### config.mk
export PLATFORM = sky130hd
export DESIGN_NAME = cmsc_mode_status
export DESIGN_NICKNAME = d
export VERILOG_FILES = /design/src/hw/cmsc_pkg.sv /design/src/hw/cmsc_arbiter.sv /design/src/hw/cmsc_mode_status.sv
export VERILOG_INCLUDE_DIRS = /design/src /design/src/hw
export SDC_FILE = /design/constraint.sdc
export NUM_CORES = 1
export LEC_CHECK = 0
export ABC_AREA = 1
export BUFFER_PORTS_ARGS = -buffer_cell sky130_fd_sc_hd__buf_2
export CAP_MARGIN = 20
export CORE_UTILIZATION = 46
export DETAILED_ROUTE_END_ITERATION = 8
export GPL_ROUTABILITY_DRIVEN = 0
export HOLD_SLACK_MARGIN = 0.12
export PLACE_DENSITY = 0.71
export SYNTH_ARGS = -nofsm -noshare
export SYNTH_HDL_FRONTEND = slang
export SYNTH_SLANG_ARGS = --single-unit
### constraint.sdc
create_clock -name aclk -period 2.6 [get_ports aclk]
set_clock_uncertainty 0.15 [all_clocks]
set_input_delay 0.52 -clock aclk [delete_from_list [all_inputs] [get_ports aclk]]
set_output_delay 0.52 -clock aclk [all_outputs]
set_load 0.05 [all_outputs]
### src/hw/cmsc_cfg.svh
// constants for the cpu mode and status control block
`ifndef CMSC_CFG_SVH
`define CMSC_CFG_SVH
// status word low halfword fields
`define CMSC_PSW_C        0
`define CMSC_PSW_Z        1
`define CMSC_PSW_N        2
`define CMSC_PSW_V        3
`define CMSC_PSW_Q        4
`define CMSC_PSW_L        5
`define CMSC_PSW_T        14
`define CMSC_PSW_R        15
// status word high halfword fields
`define CMSC_PSW_GM       16
`define CMSC_PSW_IM_LSB   17
`define CMSC_PSW_EM       21
`define CMSC_PSW_MODE_LSB 22
`define CMSC_PSW_MODE_MSB 24
`define CMSC_PSW_WMASK    32'h01ff_c03f
`define CMSC_PSW_RESET    32'h0041_0000
// context ranks, lower is stronger
`define CMSC_RANK_NMI    3'h1
`define CMSC_RANK_EXC    3'h2
`define CMSC_RANK_IRQ3   3'h3
`define CMSC_RANK_IRQ0   3'h6
`define CMSC_RANK_NONE   3'h7
// register offsets, reset values and response codes
`define CMSC_OFF_PSW     8'h00
`define CMSC_OFF_CTX     8'h04
`define CMSC_OFF_PBASE   8'h08
`define CMSC_OFF_PLIM    8'h0c
`define CMSC_PBASE_RESET 32'hffff_ffff
`define CMSC_PLIM_RESET  32'h0000_0000
`define CMSC_RESP_OKAY   2'h0
`define CMSC_RESP_SLVERR 2'h2
`define CMSC_RESP_DECERR 2'h3
`endif

### src/hw/cmsc_pkg.sv
// types for the cpu mode and status control block
package cmsc_pkg;
  `include "cmsc_cfg.svh"

  typedef enum logic [2:0] {
    CMSC_APP  = 3'h0,
    CMSC_SUP  = 3'h1,
    CMSC_IRQ0 = 3'h2,
    CMSC_IRQ1 = 3'h3,
    CMSC_IRQ2 = 3'h4,
    CMSC_IRQ3 = 3'h5,
    CMSC_EXC  = 3'h6,
    CMSC_NMI  = 3'h7
  } cmsc_mode_t;

  typedef struct packed {
    logic [31:0] psw;
    logic [31:0] pbase;
    logic [31:0] plim;
    logic        aw_have;
    logic [7:0]  aw_addr;
    logic        w_have;
    logic [31:0] w_data;
    logic [3:0]  w_strb;
    logic        awrdy;
    logic        wrdy;
    logic        bvalid;
    logic [1:0]  bresp;
    logic        arrdy;
    logic        rvalid;
    logic [31:0] rdata;
    logic [1:0]  rresp;
    logic        entry;
    logic        push_gpr;
    logic [31:0] saved_psw;
    logic        restore;
    logic        instr_fault;
    logic        mem_grant;
    logic        mem_fault;
    logic        app_sp;
    logic        priv;
  } cmsc_state_t;

  // supervisor and application carry no rank
  function automatic logic [2:0] cmsc_rank(cmsc_mode_t m);
    case (m)
      CMSC_NMI:  cmsc_rank = `CMSC_RANK_NMI;
      CMSC_EXC:  cmsc_rank = `CMSC_RANK_EXC;
      CMSC_IRQ3: cmsc_rank = `CMSC_RANK_IRQ3;
      CMSC_IRQ2: cmsc_rank = 3'h4;
      CMSC_IRQ1: cmsc_rank = 3'h5;
      CMSC_IRQ0: cmsc_rank = `CMSC_RANK_IRQ0;
      default:   cmsc_rank = `CMSC_RANK_NONE;
    endcase
  endfunction
endpackage

### src/hw/cmsc_arbiter.sv
// picks the strongest request that may preempt the running context
`timescale 1ns/1ps
`include "cmsc_cfg.svh"
module cmsc_arbiter import cmsc_pkg::*; (
  // requests
  input  wire logic [3:0] irq_req,
  input  wire logic       exc_req,
  input  wire logic       nmi_req,
  // current context
  input  wire logic [31:0] psw,
  // decision
  output      logic        take,
  output      cmsc_mode_t  tgt
);
  logic [2:0] cur_rank;
  logic [3:0] irq_ok;

  assign cur_rank = cmsc_rank(cmsc_mode_t'(psw[`CMSC_PSW_MODE_MSB:`CMSC_PSW_MODE_LSB]));

  genvar i;
  generate
    for (i = 0; i < 4; i++) begin : g_lvl
      assign irq_ok[i] = irq_req[i] & ~psw[`CMSC_PSW_IM_LSB + i] & ~psw[`CMSC_PSW_GM] &
                         (cmsc_rank(cmsc_mode_t'(3'(CMSC_IRQ0 + i))) < cur_rank);
    end
  endgenerate

  always_comb begin
    take = 1'b1;
    tgt  = CMSC_SUP;
    if (nmi_req && (`CMSC_RANK_NMI < cur_rank)) begin
      tgt = CMSC_NMI;
    end else if (exc_req && (`CMSC_RANK_EXC < cur_rank)) begin
      tgt = CMSC_EXC;
    end else if (irq_ok[3]) begin
      tgt = CMSC_IRQ3;
    end else if (irq_ok[2]) begin
      tgt = CMSC_IRQ2;
    end else if (irq_ok[1]) begin
      tgt = CMSC_IRQ1;
    end else if (irq_ok[0]) begin
      tgt = CMSC_IRQ0;
    end else begin
      take = 1'b0;
    end
  end
endmodule // cmsc_arbiter

### src/hw/cmsc_mode_status.sv
// execution context, status word and privilege checks with an axi4-lite port
// Behaviour
// - status word: flags low, mode/state high
// - low halfword resets to all zeros
// - ranks: nmi, exception, interrupt three..zero
// - supervisor, application unranked; application unprivileged
// - preempt only by strictly higher priority
// - software, interrupt and exception mode changes
// - application blocks privileged instructions, upper halfword
// - application refused protected memory
// - privileged contexts get full access
// - reset enters supervisor context
// - interrupt entry pushes r8-r12, return, status
`timescale 1ns/1ps
`include "cmsc_cfg.svh"
module cmsc_mode_status import cmsc_pkg::*; (
  // clock and reset
  input  wire logic        aclk,
  input  wire logic        aresetn,
  // axi4-lite slave
  input  wire logic [7:0]  awaddr,
  input  wire logic        awvalid,
  output      logic        awready,
  input  wire logic [31:0] wdata,
  input  wire logic [3:0]  wstrb,
  input  wire logic        wvalid,
  output      logic        wready,
  output      logic [1:0]  bresp,
  output      logic        bvalid,
  input  wire logic        bready,
  input  wire logic [7:0]  araddr,
  input  wire logic        arvalid,
  output      logic        arready,
  output      logic [31:0] rdata,
  output      logic [1:0]  rresp,
  output      logic        rvalid,
  input  wire logic        rready,
  // event sources
  input  wire logic [3:0]  irq_req,
  input  wire logic        exc_req,
  input  wire logic        nmi_req,
  input  wire logic        scall_req,
  input  wire logic        ret_req,
  input  wire logic [31:0] ret_status,
  // pipeline status and access checks
  input  wire logic        flags_we,
  input  wire logic [4:0]  flags_in,
  input  wire logic        psw_we,
  input  wire logic [31:0] psw_wdata,
  input  wire logic        priv_instr,
  input  wire logic        mem_req,
  input  wire logic [31:0] mem_addr,
  // context outputs
  output      logic [31:0] processor_status_word,
  output      cmsc_mode_t  mode,
  output      logic        privileged,
  output      logic        application_stack_pointer_sel,
  output      logic        entry,
  output      logic        push_gpr,
  output      logic [31:0] saved_psw,
  output      logic        restore,
  output      logic        instr_fault,
  output      logic        mem_grant,
  output      logic        mem_fault
);
  cmsc_state_t q;
  cmsc_state_t d;
  logic        take;
  cmsc_mode_t  tgt;
  cmsc_mode_t  cur;
  logic        is_app;
  logic [31:0] wmask;

  cmsc_arbiter u_arb (
    .irq_req (irq_req),
    .exc_req (exc_req),
    .nmi_req (nmi_req),
    .psw     (q.psw),
    .take    (take),
    .tgt     (tgt)
  );

  assign cur    = cmsc_mode_t'(q.psw[`CMSC_PSW_MODE_MSB:`CMSC_PSW_MODE_LSB]);
  assign is_app = (cur == CMSC_APP);

  always_comb begin
    d             = q;
    d.entry       = 1'b0;
    d.push_gpr    = 1'b0;
    d.restore     = 1'b0;
    d.instr_fault = 1'b0;
    d.mem_grant   = 1'b0;
    d.mem_fault   = 1'b0;
    wmask         = 32'h0000_0000;

    // bus: address and data are taken in either order
    if (awvalid && q.awrdy) begin
      d.aw_have = 1'b1;
      d.aw_addr = awaddr;
    end
    if (wvalid && q.wrdy) begin
      d.w_have = 1'b1;
      d.w_data = wdata;
      d.w_strb = wstrb;
    end
    if (q.bvalid && bready) begin
      d.bvalid = 1'b0;
    end
    if (q.aw_have && q.w_have && !q.bvalid) begin
      d.aw_have = 1'b0;
      d.w_have  = 1'b0;
      d.bvalid  = 1'b1;
      d.bresp   = `CMSC_RESP_OKAY;
      for (int b = 0; b < 4; b++) begin
        wmask[8*b +: 8] = {8{q.w_strb[b]}};
      end
      case (q.aw_addr)
        `CMSC_OFF_PSW: begin
          if (is_app) begin
            wmask = wmask & 32'h0000_ffff;
            if (q.w_strb[3:2] != 2'h0) begin
              d.bresp = `CMSC_RESP_SLVERR;
            end
          end
          d.psw = (q.psw & ~(wmask & `CMSC_PSW_WMASK)) | (q.w_data & wmask & `CMSC_PSW_WMASK);
        end
        `CMSC_OFF_PBASE, `CMSC_OFF_PLIM: begin
          if (is_app) begin
            d.bresp = `CMSC_RESP_SLVERR;
          end else if (q.aw_addr == `CMSC_OFF_PBASE) begin
            d.pbase = (q.w_data & wmask) | (q.pbase & ~wmask);
          end else begin
            d.plim = (q.w_data & wmask) | (q.plim & ~wmask);
          end
        end
        `CMSC_OFF_CTX: d.bresp = `CMSC_RESP_SLVERR;
        default:       d.bresp = `CMSC_RESP_DECERR;
      endcase
    end

    if (q.rvalid && rready) begin
      d.rvalid = 1'b0;
    end
    if (arvalid && q.arrdy) begin
      d.rvalid = 1'b1;
      d.rresp  = `CMSC_RESP_OKAY;
      case (araddr)
        `CMSC_OFF_PSW: begin
          // application sees only the low halfword
          d.rdata = is_app ? {16'h0000, q.psw[15:0]} : q.psw;
        end
        `CMSC_OFF_CTX:   d.rdata = {24'h00_0000, q.app_sp, !is_app, 3'(cmsc_rank(cur)),
                                    3'(cur)} >> 0;
        `CMSC_OFF_PBASE: d.rdata = q.pbase;
        `CMSC_OFF_PLIM:  d.rdata = q.plim;
        default: begin
          d.rdata = 32'h0000_0000;
          d.rresp = `CMSC_RESP_DECERR;
        end
      endcase
    end

    // hardware events follow the bus so they win a same-cycle clash
    // interrupt and exception entry
    if (take) begin
      d.saved_psw = d.psw;
      d.entry     = 1'b1;
      d.push_gpr  = (tgt != CMSC_EXC);
      d.psw[`CMSC_PSW_MODE_MSB:`CMSC_PSW_MODE_LSB] = tgt;
    end else if (ret_req) begin
      d.restore = 1'b1;
      d.psw     = ret_status & `CMSC_PSW_WMASK;
    end else if (scall_req && (cur == CMSC_APP || cur == CMSC_SUP)) begin
      d.saved_psw = d.psw;
      d.entry     = 1'b1;
      d.psw[`CMSC_PSW_MODE_MSB:`CMSC_PSW_MODE_LSB] = CMSC_SUP;
    end else if (psw_we) begin
      if (is_app) begin
        d.psw[15:0]   = psw_wdata[15:0] & 16'(`CMSC_PSW_WMASK);
        d.instr_fault = (psw_wdata[31:16] != q.psw[31:16]);
      end else begin
        d.psw = psw_wdata & `CMSC_PSW_WMASK;
      end
    end else if (flags_we) begin
      // condition flags sit in the low bits
      d.psw[4:0] = flags_in;
    end

    if (priv_instr && is_app) begin
      d.instr_fault = 1'b1;
    end
    if (mem_req) begin
      if (is_app && mem_addr >= q.pbase && mem_addr <= q.plim) begin
        d.mem_fault = 1'b1;
      end else begin
        d.mem_grant = 1'b1;
      end
    end

    d.app_sp = (d.psw[`CMSC_PSW_MODE_MSB:`CMSC_PSW_MODE_LSB] == CMSC_APP);
    // registered so the output comes straight from a flop
    d.priv   = !d.app_sp;
    d.awrdy  = !d.aw_have;
    d.wrdy   = !d.w_have;
    d.arrdy  = !d.rvalid;
  end

  always_ff @(posedge aclk) begin
    if (!aresetn) begin
      q          <= '0;
      q.psw      <= `CMSC_PSW_RESET;
      q.priv     <= 1'b1;
      q.pbase    <= `CMSC_PBASE_RESET;
      q.plim     <= `CMSC_PLIM_RESET;
      q.awrdy    <= 1'b1;
      q.wrdy     <= 1'b1;
      q.arrdy    <= 1'b1;
    end else begin
      q <= d;
    end
  end

  assign awready                       = q.awrdy;
  assign wready                        = q.wrdy;
  assign bvalid                        = q.bvalid;
  assign bresp                         = q.bresp;
  assign arready                       = q.arrdy;
  assign rvalid                        = q.rvalid;
  assign rdata                         = q.rdata;
  assign rresp                         = q.rresp;
  assign processor_status_word         = q.psw;
  assign mode                          = cur;
  assign privileged                    = q.priv;
  assign application_stack_pointer_sel = q.app_sp;
  assign entry                         = q.entry;
  assign push_gpr                      = q.push_gpr;
  assign saved_psw                     = q.saved_psw;
  assign restore                       = q.restore;
  assign instr_fault                   = q.instr_fault;
  assign mem_grant                     = q.mem_grant;
  assign mem_fault                     = q.mem_fault;
endmodule // cmsc_mode_status

### Yosys cells after proc, flatten, opt, wreduce, memory -nomap -nowiden

Cells that the tools add are included.

* reduce and logical (&&, ||, !) cells: 35
* muxes and demuxes: 62
* equal/unequal tests: 16
* $lt $le $gt $ge: 8
* bitwise gates (word level): 30

Operator list (number)
* two-way mux 32 bit: 8
* AND 32 bit: 4
* two-way mux 64 bit: 2
* case mux 32 bit (4 select lines): 1
* two-way mux 97 bit: 1
* two-way mux 25 bit: 3
* OR 32 bit: 2
* two-way mux 22 bit: 2
* two-way mux 37 bit: 1
* two-way mux 35 bit: 1
* == test 8 x 4 -> 1 bit (second input constant): 4
* >= comparator 32 bit: 1
* <= comparator 32 bit: 1
* inverter 25 -> 32 bit: 1
* inverter 32 bit: 1
* OR 32 x 25 -> 32 bit: 1
* two-way mux 27 bit: 1
* AND 25 bit: 1
* two-way mux 3 bit: 8
* two-way mux 1 bit: 21
* case mux 3 bit (6 select lines): 1
* == test 8 x 3 -> 1 bit (second input constant): 2
* logical NOT 8 bit: 2
* two-way mux 16 bit: 1
* 25 further kinds: 80

* output and inout bits: 116
* input bits: 172
* register bits: 223
* word-level logic and storage cells: 176

### Longest topological paths before layout

Gate-level depths: netlist of the first run.

* depth in word-level cells: 16
* gate-level depth with buffers: 16
* mapped depth without buffers: 16

### By module

Synthesis of the first run repeated with hierarchy kept, for this count alone.

* cells, all modules: 1482
* area total of the unflattened synthesis: 10631.4 um2

By module, submodules not included
* cmsc_mode_status: times used 1, seq. area each 3843.7 um2, cells an instance 1449, area each 10486.3 um2
* cmsc_arbiter: times used 1, seq. area each 0.0 um2, cells an instance 33, area each 145.1 um2

### Worst setup path after synthesis of the first run

No wires, ideal clock.

* path kind: in2reg
* start: input araddr[1]
* end: register q, in the netlist rdata[14]
* arrival time: 1.722 ns
* stages on the path: 8
* path buffers: 2
* required time: 2.380 ns
* slack: 0.658 ns
* library setup time: 0.070 ns
* cell sequence: or2_1 > buf_2 > nor4_4 > buf_4 > nand2_1 > o211ai_1 > nand2_1 > a21oi_1

* word-level cells in the longest chain between the ends: 2
* elaborated cells between the ends (all ways): 5
* classes of those cells: eq/ne (3); mux (1); reduce/logical (1)

Ends and longest elaborated chain
* start: declaration: line cmsc_mode_status.sv:31 `input wire logic [7:0] araddr,`
* == test 8 x 4 -> 1 bit (tied with other cells): line cmsc_mode_status.sv:147 `case (araddr)`
* case mux 32 bit (4 select lines) *: line cmsc_mode_status.sv:147
* end: declaration: line cmsc_mode_status.sv:66 `cmsc_state_t q;`

Every way passes the cells marked *; elsewhere a longest branch is shown, timed or not.
A chain may end at the register's enable or synchronous reset.

### Worst setup path after layout of the first run

* start: register processor_status_word[24] (netlist name)
* end: register q[136] (netlist bit)

* word-level cells in the longest chain between the ends: 3

Ends and longest elaborated chain
* logical NOT 3 bit: line cmsc_mode_status.sv:84 `assign is_app = (cur == CMSC_APP);`
* inverter 1 bit (no line)
* AND reduction 4 bit (no line)

Every way passes these cells.

==> key figures, run 1 <==
Power and ir drop
  • Clock Power Share: 0.379
  • Max VDD drop: between 300 and 400 uV
  • Pwr Density: between 600 and 700 nW/um2
  • Pint: slightly below 5 mW
  • Switching power: 2.27 mW
  • Power share of the sequential group: 0.441
  • Combinational Power Share: 0.179
  • P_leak: approximately 6.0 nW
  • Sw Share: 0.315

Synthesis
  • Post-Syn Area: between 10000 and 15000 um2
  • Sequential area share after synthesis: 0.363
  • Mean post-synth cell area: 7.26 um2
  • Unique masters post-synth: 40
  • Syn Inst Count: about 1500
  • Flops & latches, synth: around 190
  • Yosys warning count: 0

Setup path
  • WS Path Type: register to register
  • Critical Path RT: around 2800 ps
  • Worst-path fanout max: 16
  • Critical path capture point type: register
  • Arr. time, crit path: ~2400 ps
  • Worst setup SP type: register

Detailed routing
  • Detailed Routing Iterations Pass 1: 7
  • Wire per inst: 15.8 um
  • Via count: about 10000
  • DRT iter0 DRCs: approximately 610
  • DRT antenna net count: 0
  • Drt total wl: 29900 um
  • DRC violations left: 0
  • Vias per std cell: 5.13

Timing
  • PnR worst setup slack: about 330 ps
  • Unrepaired setup endpoints after global routing: no
  • Final setup fails: 0
  • Final worst path period share: 0.873
  • Worst slew margin: 0.580
  • Final min period: roughly 2300 ps
  • Highest clock rate: 0.441 GHz
  • Pins Over Slew Limit: 0
  • Final hold violations: 0
  • Worst slew pin tran: approximately 620 ps
  • Fin Setup TNS: 0 ps

Floorplanning
  • Die Width: ~150 um
  • Die ar.: around 24000 um2
  • Io pins: 288
  • Die Y-Extent: around 150 um
  • Initial Util: 0.468
  • Area of the core: 22600 um2
  • Std cell rows: 55

GRT
  • Initial antenna violation count: 3
  • First-pass GRT wire length: 47200 um
  • Vias in the first global route: 8979
  • GRT Overall Usage: 0.255
  • Remaining Overflow, GRT: 0
  • Largest net degree at the start of global routing: 67

CTS
  • Worst skew pair latency: between 400 and 500 ps
  • CTS tree: built
  • Clock buffer count from CTS: 17
  • Hold_buf cts: 0
  • Clk buf depth: 2
  • Post-CTS Setup Inserts: 0
  • Clk root buf: clkbuf_16
  • H-Tree Depth: 4
  • CTS resizes: 0
  • Clk pin slew, worst setup/hold paths: ~80 ps
  • CTS sink cnt: roughly 190

Cells and area
  • Share of cells above drive strength 1: 0.196
  • Final net count: roughly 1800
  • P&R area growth vs syn: 12.9%
  • Fill cells: between 2000 and 2500
  • Final core occ: 0.528
  • Area of the multi-input gates: a little over 5000 um2
  • FF/Latch Area: 3840 um2

Run
  • Max-cap violations: 0

Place
  • I/O Buffers: ~230
  • DP HPWL: 23700 um
  • Worst slack, placed: ~340 ps

Status
  • Status: completed

Worst hold path
  • Hold Path Class: input port to register
## cell usage in the layout (no fill, tap or decap), types with 4 or more instances in the layout
cell       Yosys  routed
conb_1         1      30
buf_2         13     233
o211ai_1      44      44
xor2_1         9       9
or2_1          5       5
nand2_1      297     296
inv_6          0       6
buf_4        109      20
nor4_1         4       4
a21oi_1      157     157
o21ai_1       12      12
o22ai_1       18      18
o21a_1         5       5
nor3_1         6       6
nand3_1       37      37
inv_1        164     164
or2_2          6       6
ha_1          64      64
dfxtp_1      192     192
o21ai_0      141     141
clkbuf_16      0      17
nor2_1        87      87
nand2_2        3       4
inv_2          4       4
nand4_1       13      13
## area by class of cell
class	count	area share
multi-input combinational	962	0.430
sequential	192	0.322
timing repair buffer	255	0.113
inverter	168	0.0528
clock buffer	19	0.0379
tap	285	0.0298
clock inverter	13	0.0136
antenna	2	0.000419
## per-layer routing
metal	part of all wire	global-route usage	up-vias
met2	0.43	0.393	367
met4	0.022	0.0829	2
li1	-	-	4941
met1	0.47	0.350	4376
met5	0.00057	0	-
met3	0.079	0.0600	41
## sequential cells by signal (all words and copies together) (netlist names)
| signal | flops |
|---|---|
| rdata | 32 |
| instr_fault | 1 |
| mem_grant | 1 |
| rresp | 1 |
| mem_fault | 1 |
| push_gpr | 1 |
| bresp | 2 |
| processor_status_word | 17 |
| awready | 1 |
| restore | 1 |
| arready | 1 |
| application_stack_pointer_sel | 1 |
| wready | 1 |
| q | 110 |
| saved_psw | 17 |
| entry | 1 |
| bvalid | 1 |
| rvalid | 1 |
| privileged | 1 |
## kinds of logic (layout without fill, tap and decap cells)
| group | Yosys count | in the layout | synth area share |
|---|---|---|---|
| simple gates | 474 | 474 | 0.194 |
| compound gates | 385 | 385 | 0.198 |
| buf+inv | 333 | 455 | 0.162 |
| fa+ha+maj | 64 | 64 | 0.0756 |
| xor+xnor | 9 | 9 | 0.00744 |
| other cells | 1 | 32 | 0.000354 |
| flops | 192 | 192 | 0.363 |
## worst paths after layout
check                                                     startpoint                                   to  slack, ps  cells after the start
worst min-delay path                                   ret_status[5]  processor_status_word[5]$_SDFF_PN0_        150                      3
worst min register to register                rdata[18]$_SDFFE_PN0P_               rdata[18]$_SDFFE_PN0P_        310                      2
worst max register to register  processor_status_word[24]$_SDFF_PN0_                  q[136]$_SDFFE_PN0P_        330                      9
worst max-delay path            processor_status_word[24]$_SDFF_PN0_                  q[136]$_SDFFE_PN0P_        330                      9
## Yosys cell counts (all sizes together)
cell,instances,share of area
xor2,9,0.0074
inv,168,0.060
nand3b,3,0.0021
o22ai,18,0.011
or2,11,0.0065
ha,64,0.076
clkbuf,33,0.012
conb,1,0.00035
nand3,39,0.019
nand2,302,0.11
o211ai,44,0.031
nor4,7,0.0084
a22oi,1,0.00071
o21a,5,0.0035
nor3,6,0.0028
o21bai,1,0.00071
dfxtp,192,0.36
a31oi,1,0.00059
nand4,13,0.0077
a21boi,1,0.00071
buf,132,0.090
a21o,2,0.0014
nor2,93,0.037
a21oi,157,0.074
o21ai,155,0.074
## power by group through the flow
stage               sequential (mW)  clock, mW  combinational (mW)
floorplan                      3.25          0                1.01
global placement               3.25          0                1.27
detailed placement             3.25          0                1.29
CTS                            3.18       2.79                1.29
global route                   3.20       2.91                1.41
finish                         3.19       2.74                1.30
## per-stage QoR
stage | hold slack (ps) | cell area (um2) | std cells | power (mW)
after global routing | 156 | 12000 | 1895 | 7.53
after CTS | 134 | 11900 | 1894 | 7.26
after detailed placement | 306 | 11300 | 1862 | 4.54
after floorplan | 279 | 10700 | 1487 | 4.26
after global placement | 291 | 11300 | 1862 | 4.52
final | 149 | 12000 | 1896 | 7.22
## critical path: stages (launching register included)
cell	delay, ps
dfxtp_1	520
nor2_1	140
nand2_1	140
nand2_1	60
inv_1	100
nand2_1	70
nor2_2	160
nand2_1	360
o21ai_0	350
a21oi_1	70
No activity file was read; power rests on OpenSTA's default activity.
==> run 2: changes to the inputs <==
--- a/config.mk
+++ b/config.mk
@@ -7,12 +7,12 @@
 export NUM_CORES = 1
 export LEC_CHECK = 0
-export ABC_AREA = 1
 export BUFFER_PORTS_ARGS = -buffer_cell sky130_fd_sc_hd__buf_2
 export CAP_MARGIN = 20
+export CORE_MARGIN = 3
 export CORE_UTILIZATION = 46
 export DETAILED_ROUTE_END_ITERATION = 8
 export GPL_ROUTABILITY_DRIVEN = 0
 export HOLD_SLACK_MARGIN = 0.12
-export PLACE_DENSITY = 0.71
+export PLACE_DENSITY = 0.72
 export SYNTH_ARGS = -nofsm -noshare
 export SYNTH_HDL_FRONTEND = slang
==> constraint.sdc (replaced) <==
create_clock -name aclk -period 2.6 [get_ports aclk]
set_clock_uncertainty 0.15 [all_clocks]
set_input_delay 0.13 -clock aclk [delete_from_list [all_inputs] [get_ports aclk]]
set_output_delay 0.13 -clock aclk [all_outputs]
set_load 0.05 [all_outputs]
==> key figures, run 2 <==
Detailed routing
  • Wire per inst: 18.3 um (was 15.8 um)
  • Via count: 10213 (was 9727)
  • DRT antenna net count: 0 (unchanged)
  • Vias per std cell: 5.51 (was 5.13)
  • DRC violations left: 0 (unchanged)
  • DRT iter0 DRCs: 875 (was 607)
  • Detailed Routing Iterations Pass 1: 8 (was 7)
  • Drt total wl: 33900 um (was 29900 um)

Setup path
  • R2R setup slack: -10 ps (was 330 ps)
  • Worst setup SP type: register (unchanged)
  • RR Endpoint: privileged$_SDFF_PN1_ (was q[136]$_SDFFE_PN0P_)
  • R2R cell count: 6 (was 9)
  • Worst-path fanout max: 3 (was 16)
  • Worst r2r src: q[122]$_SDFFE_PN0P_ (was processor_status_word[24]$_SDFF_PN0_)
  • Critical Path RT: 2770 ps (was 2750 ps)
  • WS Path Type: register to register (unchanged)
  • Arr. time, crit path: 2780 ps (was 2420 ps)
  • Critical path capture point type: register (unchanged)

Timing
  • PnR worst setup slack: -11.2 ps (was 331 ps)
  • Final hold violations: 0 (unchanged)
  • Pins Over Slew Limit: 0 (unchanged)
  • Worst slew margin: 0.516 (was 0.580)
  • Worst slew pin tran: 726 ps (was 623 ps)
  • Final setup fails: 1 (was 0)
  • Final min period: 2610 ps (was 2270 ps)
  • Final worst path period share: 1.00 (was 0.873)
  • Highest clock rate: 0.383 GHz (was 0.441 GHz)

Floorplanning
  • Initial Util: 0.473 (was 0.468)
  • Io pins: 288 (unchanged)
  • Area of the core: 22100 um2 (was 22600 um2)
  • Die Y-Extent: 157 um (was 154 um)
  • Die ar.: 24600 um2 (was 23600 um2)
  • Die Width: 157 um (was 154 um)
  • Std cell rows: 54 (was 55)

Synthesis
  • Yosys warning count: 0 (unchanged)
  • Flops & latches, synth: 192 (unchanged)
  • EDFF count, synth: 0 (unchanged)
  • Synth area leader: dfxtp_1 (unchanged)
  • Ys flop type: dfxtp_1 (unchanged)
  • Async SR Flop Fraction: 0 (unchanged)
  • Post-synth top area share: 0.368 (was 0.363)
  • Syn Inst Count: 1288 (was 1458)
  • Post-Syn Area: 10500 um2 (was 10600 um2)
  • Synth top cells by count: 236 x nand2_1, 192 x dfxtp_1, 143 x a21oi_1 (was 297 x nand2_1, 192 x dfxtp_1, 164 x inv_1)
  • Sequential area share after synthesis: 0.368 (was 0.363)
  • Top cells by area, synth: dfxtp_1 37%, nand2_1 8.5%, ha_1 7.7% (was dfxtp_1 36%, nand2_1 11%, buf_4 7.7%)
  • Count leader, synth: nand2_1 (unchanged)
  • Unique masters post-synth: 62 (was 40)
  • Mean post-synth cell area: 8.12 um2 (was 7.26 um2)

GRT
  • Vias in the first global route: 10080 (was 8979)
  • Remaining Overflow, GRT: 0 (unchanged)
  • GRT Overall Usage: 0.270 (was 0.255)
  • Initial antenna violation count: 4 (was 3)
  • Largest net degree at the start of global routing: 138 (was 67)
  • First-pass GRT wire length: 52300 um (was 47200 um)

CTS
  • H-Tree Depth: 4 (unchanged)
  • Clk buf depth: 2 (unchanged)
  • CTS sink cnt: 192 (unchanged)
  • CTS tree: built (unchanged)
  • Clk root buf: clkbuf_16 (unchanged)
  • Clock buffer count from CTS: 17 (unchanged)
  • Clk pin slew, worst setup/hold paths: 70 ps (was 80 ps)
  • Worst skew pair latency: 440 ps (about the same)

Cells and area
  • Share of cells above drive strength 1: 0.223 (was 0.196)
  • Commonest non-fill, non-tap cell in the layout: buf_2 (was nand2_1)
  • Largest register by flop count: q (unchanged)
  • Final net count: 1792 (was 1832)
  • Max FFs per register: 110 (unchanged)
  • Most frequent cells in the layout: 235 x buf_2, 233 x nand2_1, 189 x dfxtp_1 (was 296 x nand2_1, 233 x buf_2, 192 x dfxtp_1)
  • Final core occ: 0.596 (was 0.528)
  • P&R area growth vs syn: 26.1% (was 12.9%)

Worst hold path
  • Hold Crit Start: wvalid (was ret_status[5])
  • Hold Path Class: input port to register (unchanged)
  • Hold EP: q[87]$_SDFFE_PN0P_ (was processor_status_word[5]$_SDFF_PN0_)
  • WHS Path Cells: 5 (was 3)

Status
  • Failing checks: negative setup slack
  • Status: complete, but fails checks (was completed)

Power and ir drop
  • Pwr Density: 561 nW/um2 (was 604 nW/um2)
  • P_leak: 6.29 nW (was 6.01 nW)
  • Overall power: 7.39 mW (was 7.22 mW)
  • Max VDD drop: 355 uV (was 341 uV)

Place
  • I/O Buffers: 234 (unchanged)
  • DP HPWL: 24200 um (was 23700 um)

Run
  • Max-cap violations: 0 (unchanged)
[run 2: cell count changes in the layout (fill, tap and decap cells not counted), sizes merged, moves of 9 or more]
| cell | delta |
|---|---|
| buf | +28 |
| nand3 | -13 |
| nor2b | +14 |
| nand2 | -65 |
| dlygate4sd3 | +107 |
| a22oi | +9 |
| o211ai | -41 |
| mux2i | +61 |
| a211oi | +23 |
| a21oi | -14 |
| nor2 | -18 |
| a22o | +14 |
| inv | -103 |
| o21ai | -121 |
[run 2: what timing repair did]
| action | in CTS | in global routing |
|---|---|---|
| resized for setup | 0 | 14 |
| endpoints found under the setup margin | 1 | 38 |
| hold buffers | 107 | 0 |
| hold endpoints to repair | 86 | 0 |
| pin swaps | 0 | 3 |
| setup buffers | 1 | 0 |
[run 2: through the flow]
stage | setup slack (ps) | hold slack [ps] | TNS [ps] | area [um2] | cells
finish | -11.2 | 153 | -11.2 | 13200 | 1852
global route | -21.8 | 209 | -40.1 | 13200 | 1852
CTS | 5.57 | 141 | 0 | 13100 | 1847
detailed placement | 8.27 | 227 | 0 | 11500 | 1708
global placement | 51.6 | 226 | 0 | 11500 | 1708
floorplan | 142 | 99.9 | 0 | 10600 | 1317
[run 2: worst max-delay path by stage]
| stage | start | end | slack, ps | depth (start not counted) |
|---|---|---|---|---|
| 6_report | q[122]$_SDFFE_PN0P_ | privileged$_SDFF_PN1_ | -10 | 6 |
| 5_1_grt | processor_status_word[22]$_SDFF_PN1_ | processor_status_word[5]$_SDFF_PN0_ | -20 | 7 |
| 4_1_cts | q[119]$_SDFFE_PN0P_ | privileged$_SDFF_PN1_ | 6 | 6 |
| 3_5_place_dp | q[119]$_SDFFE_PN0P_ | privileged$_SDFF_PN1_ | 8 | 6 |
| 3_3_place_gp | q[119]$_SDFFE_PN0P_ | privileged$_SDFF_PN1_ | 50 | 6 |
| 2_1_floorplan | q[119]$_SDFFE_PN0P_ | privileged$_SDFF_PN1_ | 140 | 6 |
[run 2: critical path, cell delays in order (launching register included)]
cell and delay [ps]:
dfxtp_1 340, or4_4 560, or4_4 480, mux2i_2 250
a311o_2 220, a31oi_2 100, or3_1 390
[run 2: kinds of logic after synthesis]
kind of cell	after synthesis	synth area share
other	1	0.000359
adders and majority gates	64	0.0766
AOI/OAI and AO/OA	290	0.172
muxes	68	0.0724
DFF	192	0.368
xor gates and xnor gates	9	0.00754
and+or+nand+nor	423	0.180
buffers and inverters	241	0.124
[run 2: per-layer routing]
layer / track usage / routed length (um)
met4: 0.133 / 1560
met3: 0.0440 / 2500
met1: 0.339 / 13800
met2: 0.448 / 16000
met5: 0 / 0
[run 2: power by group]
| part | internal (mW) | leakage [nW] | total, mW | switching [mW] |
|---|---|---|---|---|
| clock | 1.47 | 0.283 | 2.66 | 1.18 |
| sequential | 3.07 | 1.57 | 3.20 | 0.129 |
| combinational | 0.554 | 4.44 | 1.54 | 0.984 |
[run 2: area by class of cell]
cell class                      instances  area, um2
Antenna cell                            4       10.0
Inverter                               71        269
Multi-Input combinational cell        884       5460
Clock inverter                         11        129
Timing Repair Buffer                  390       2660
Sequential cell                       192       3850
Clock buffer                           20        457
Fill cell                            1902       8920
Tap cell                              280        350
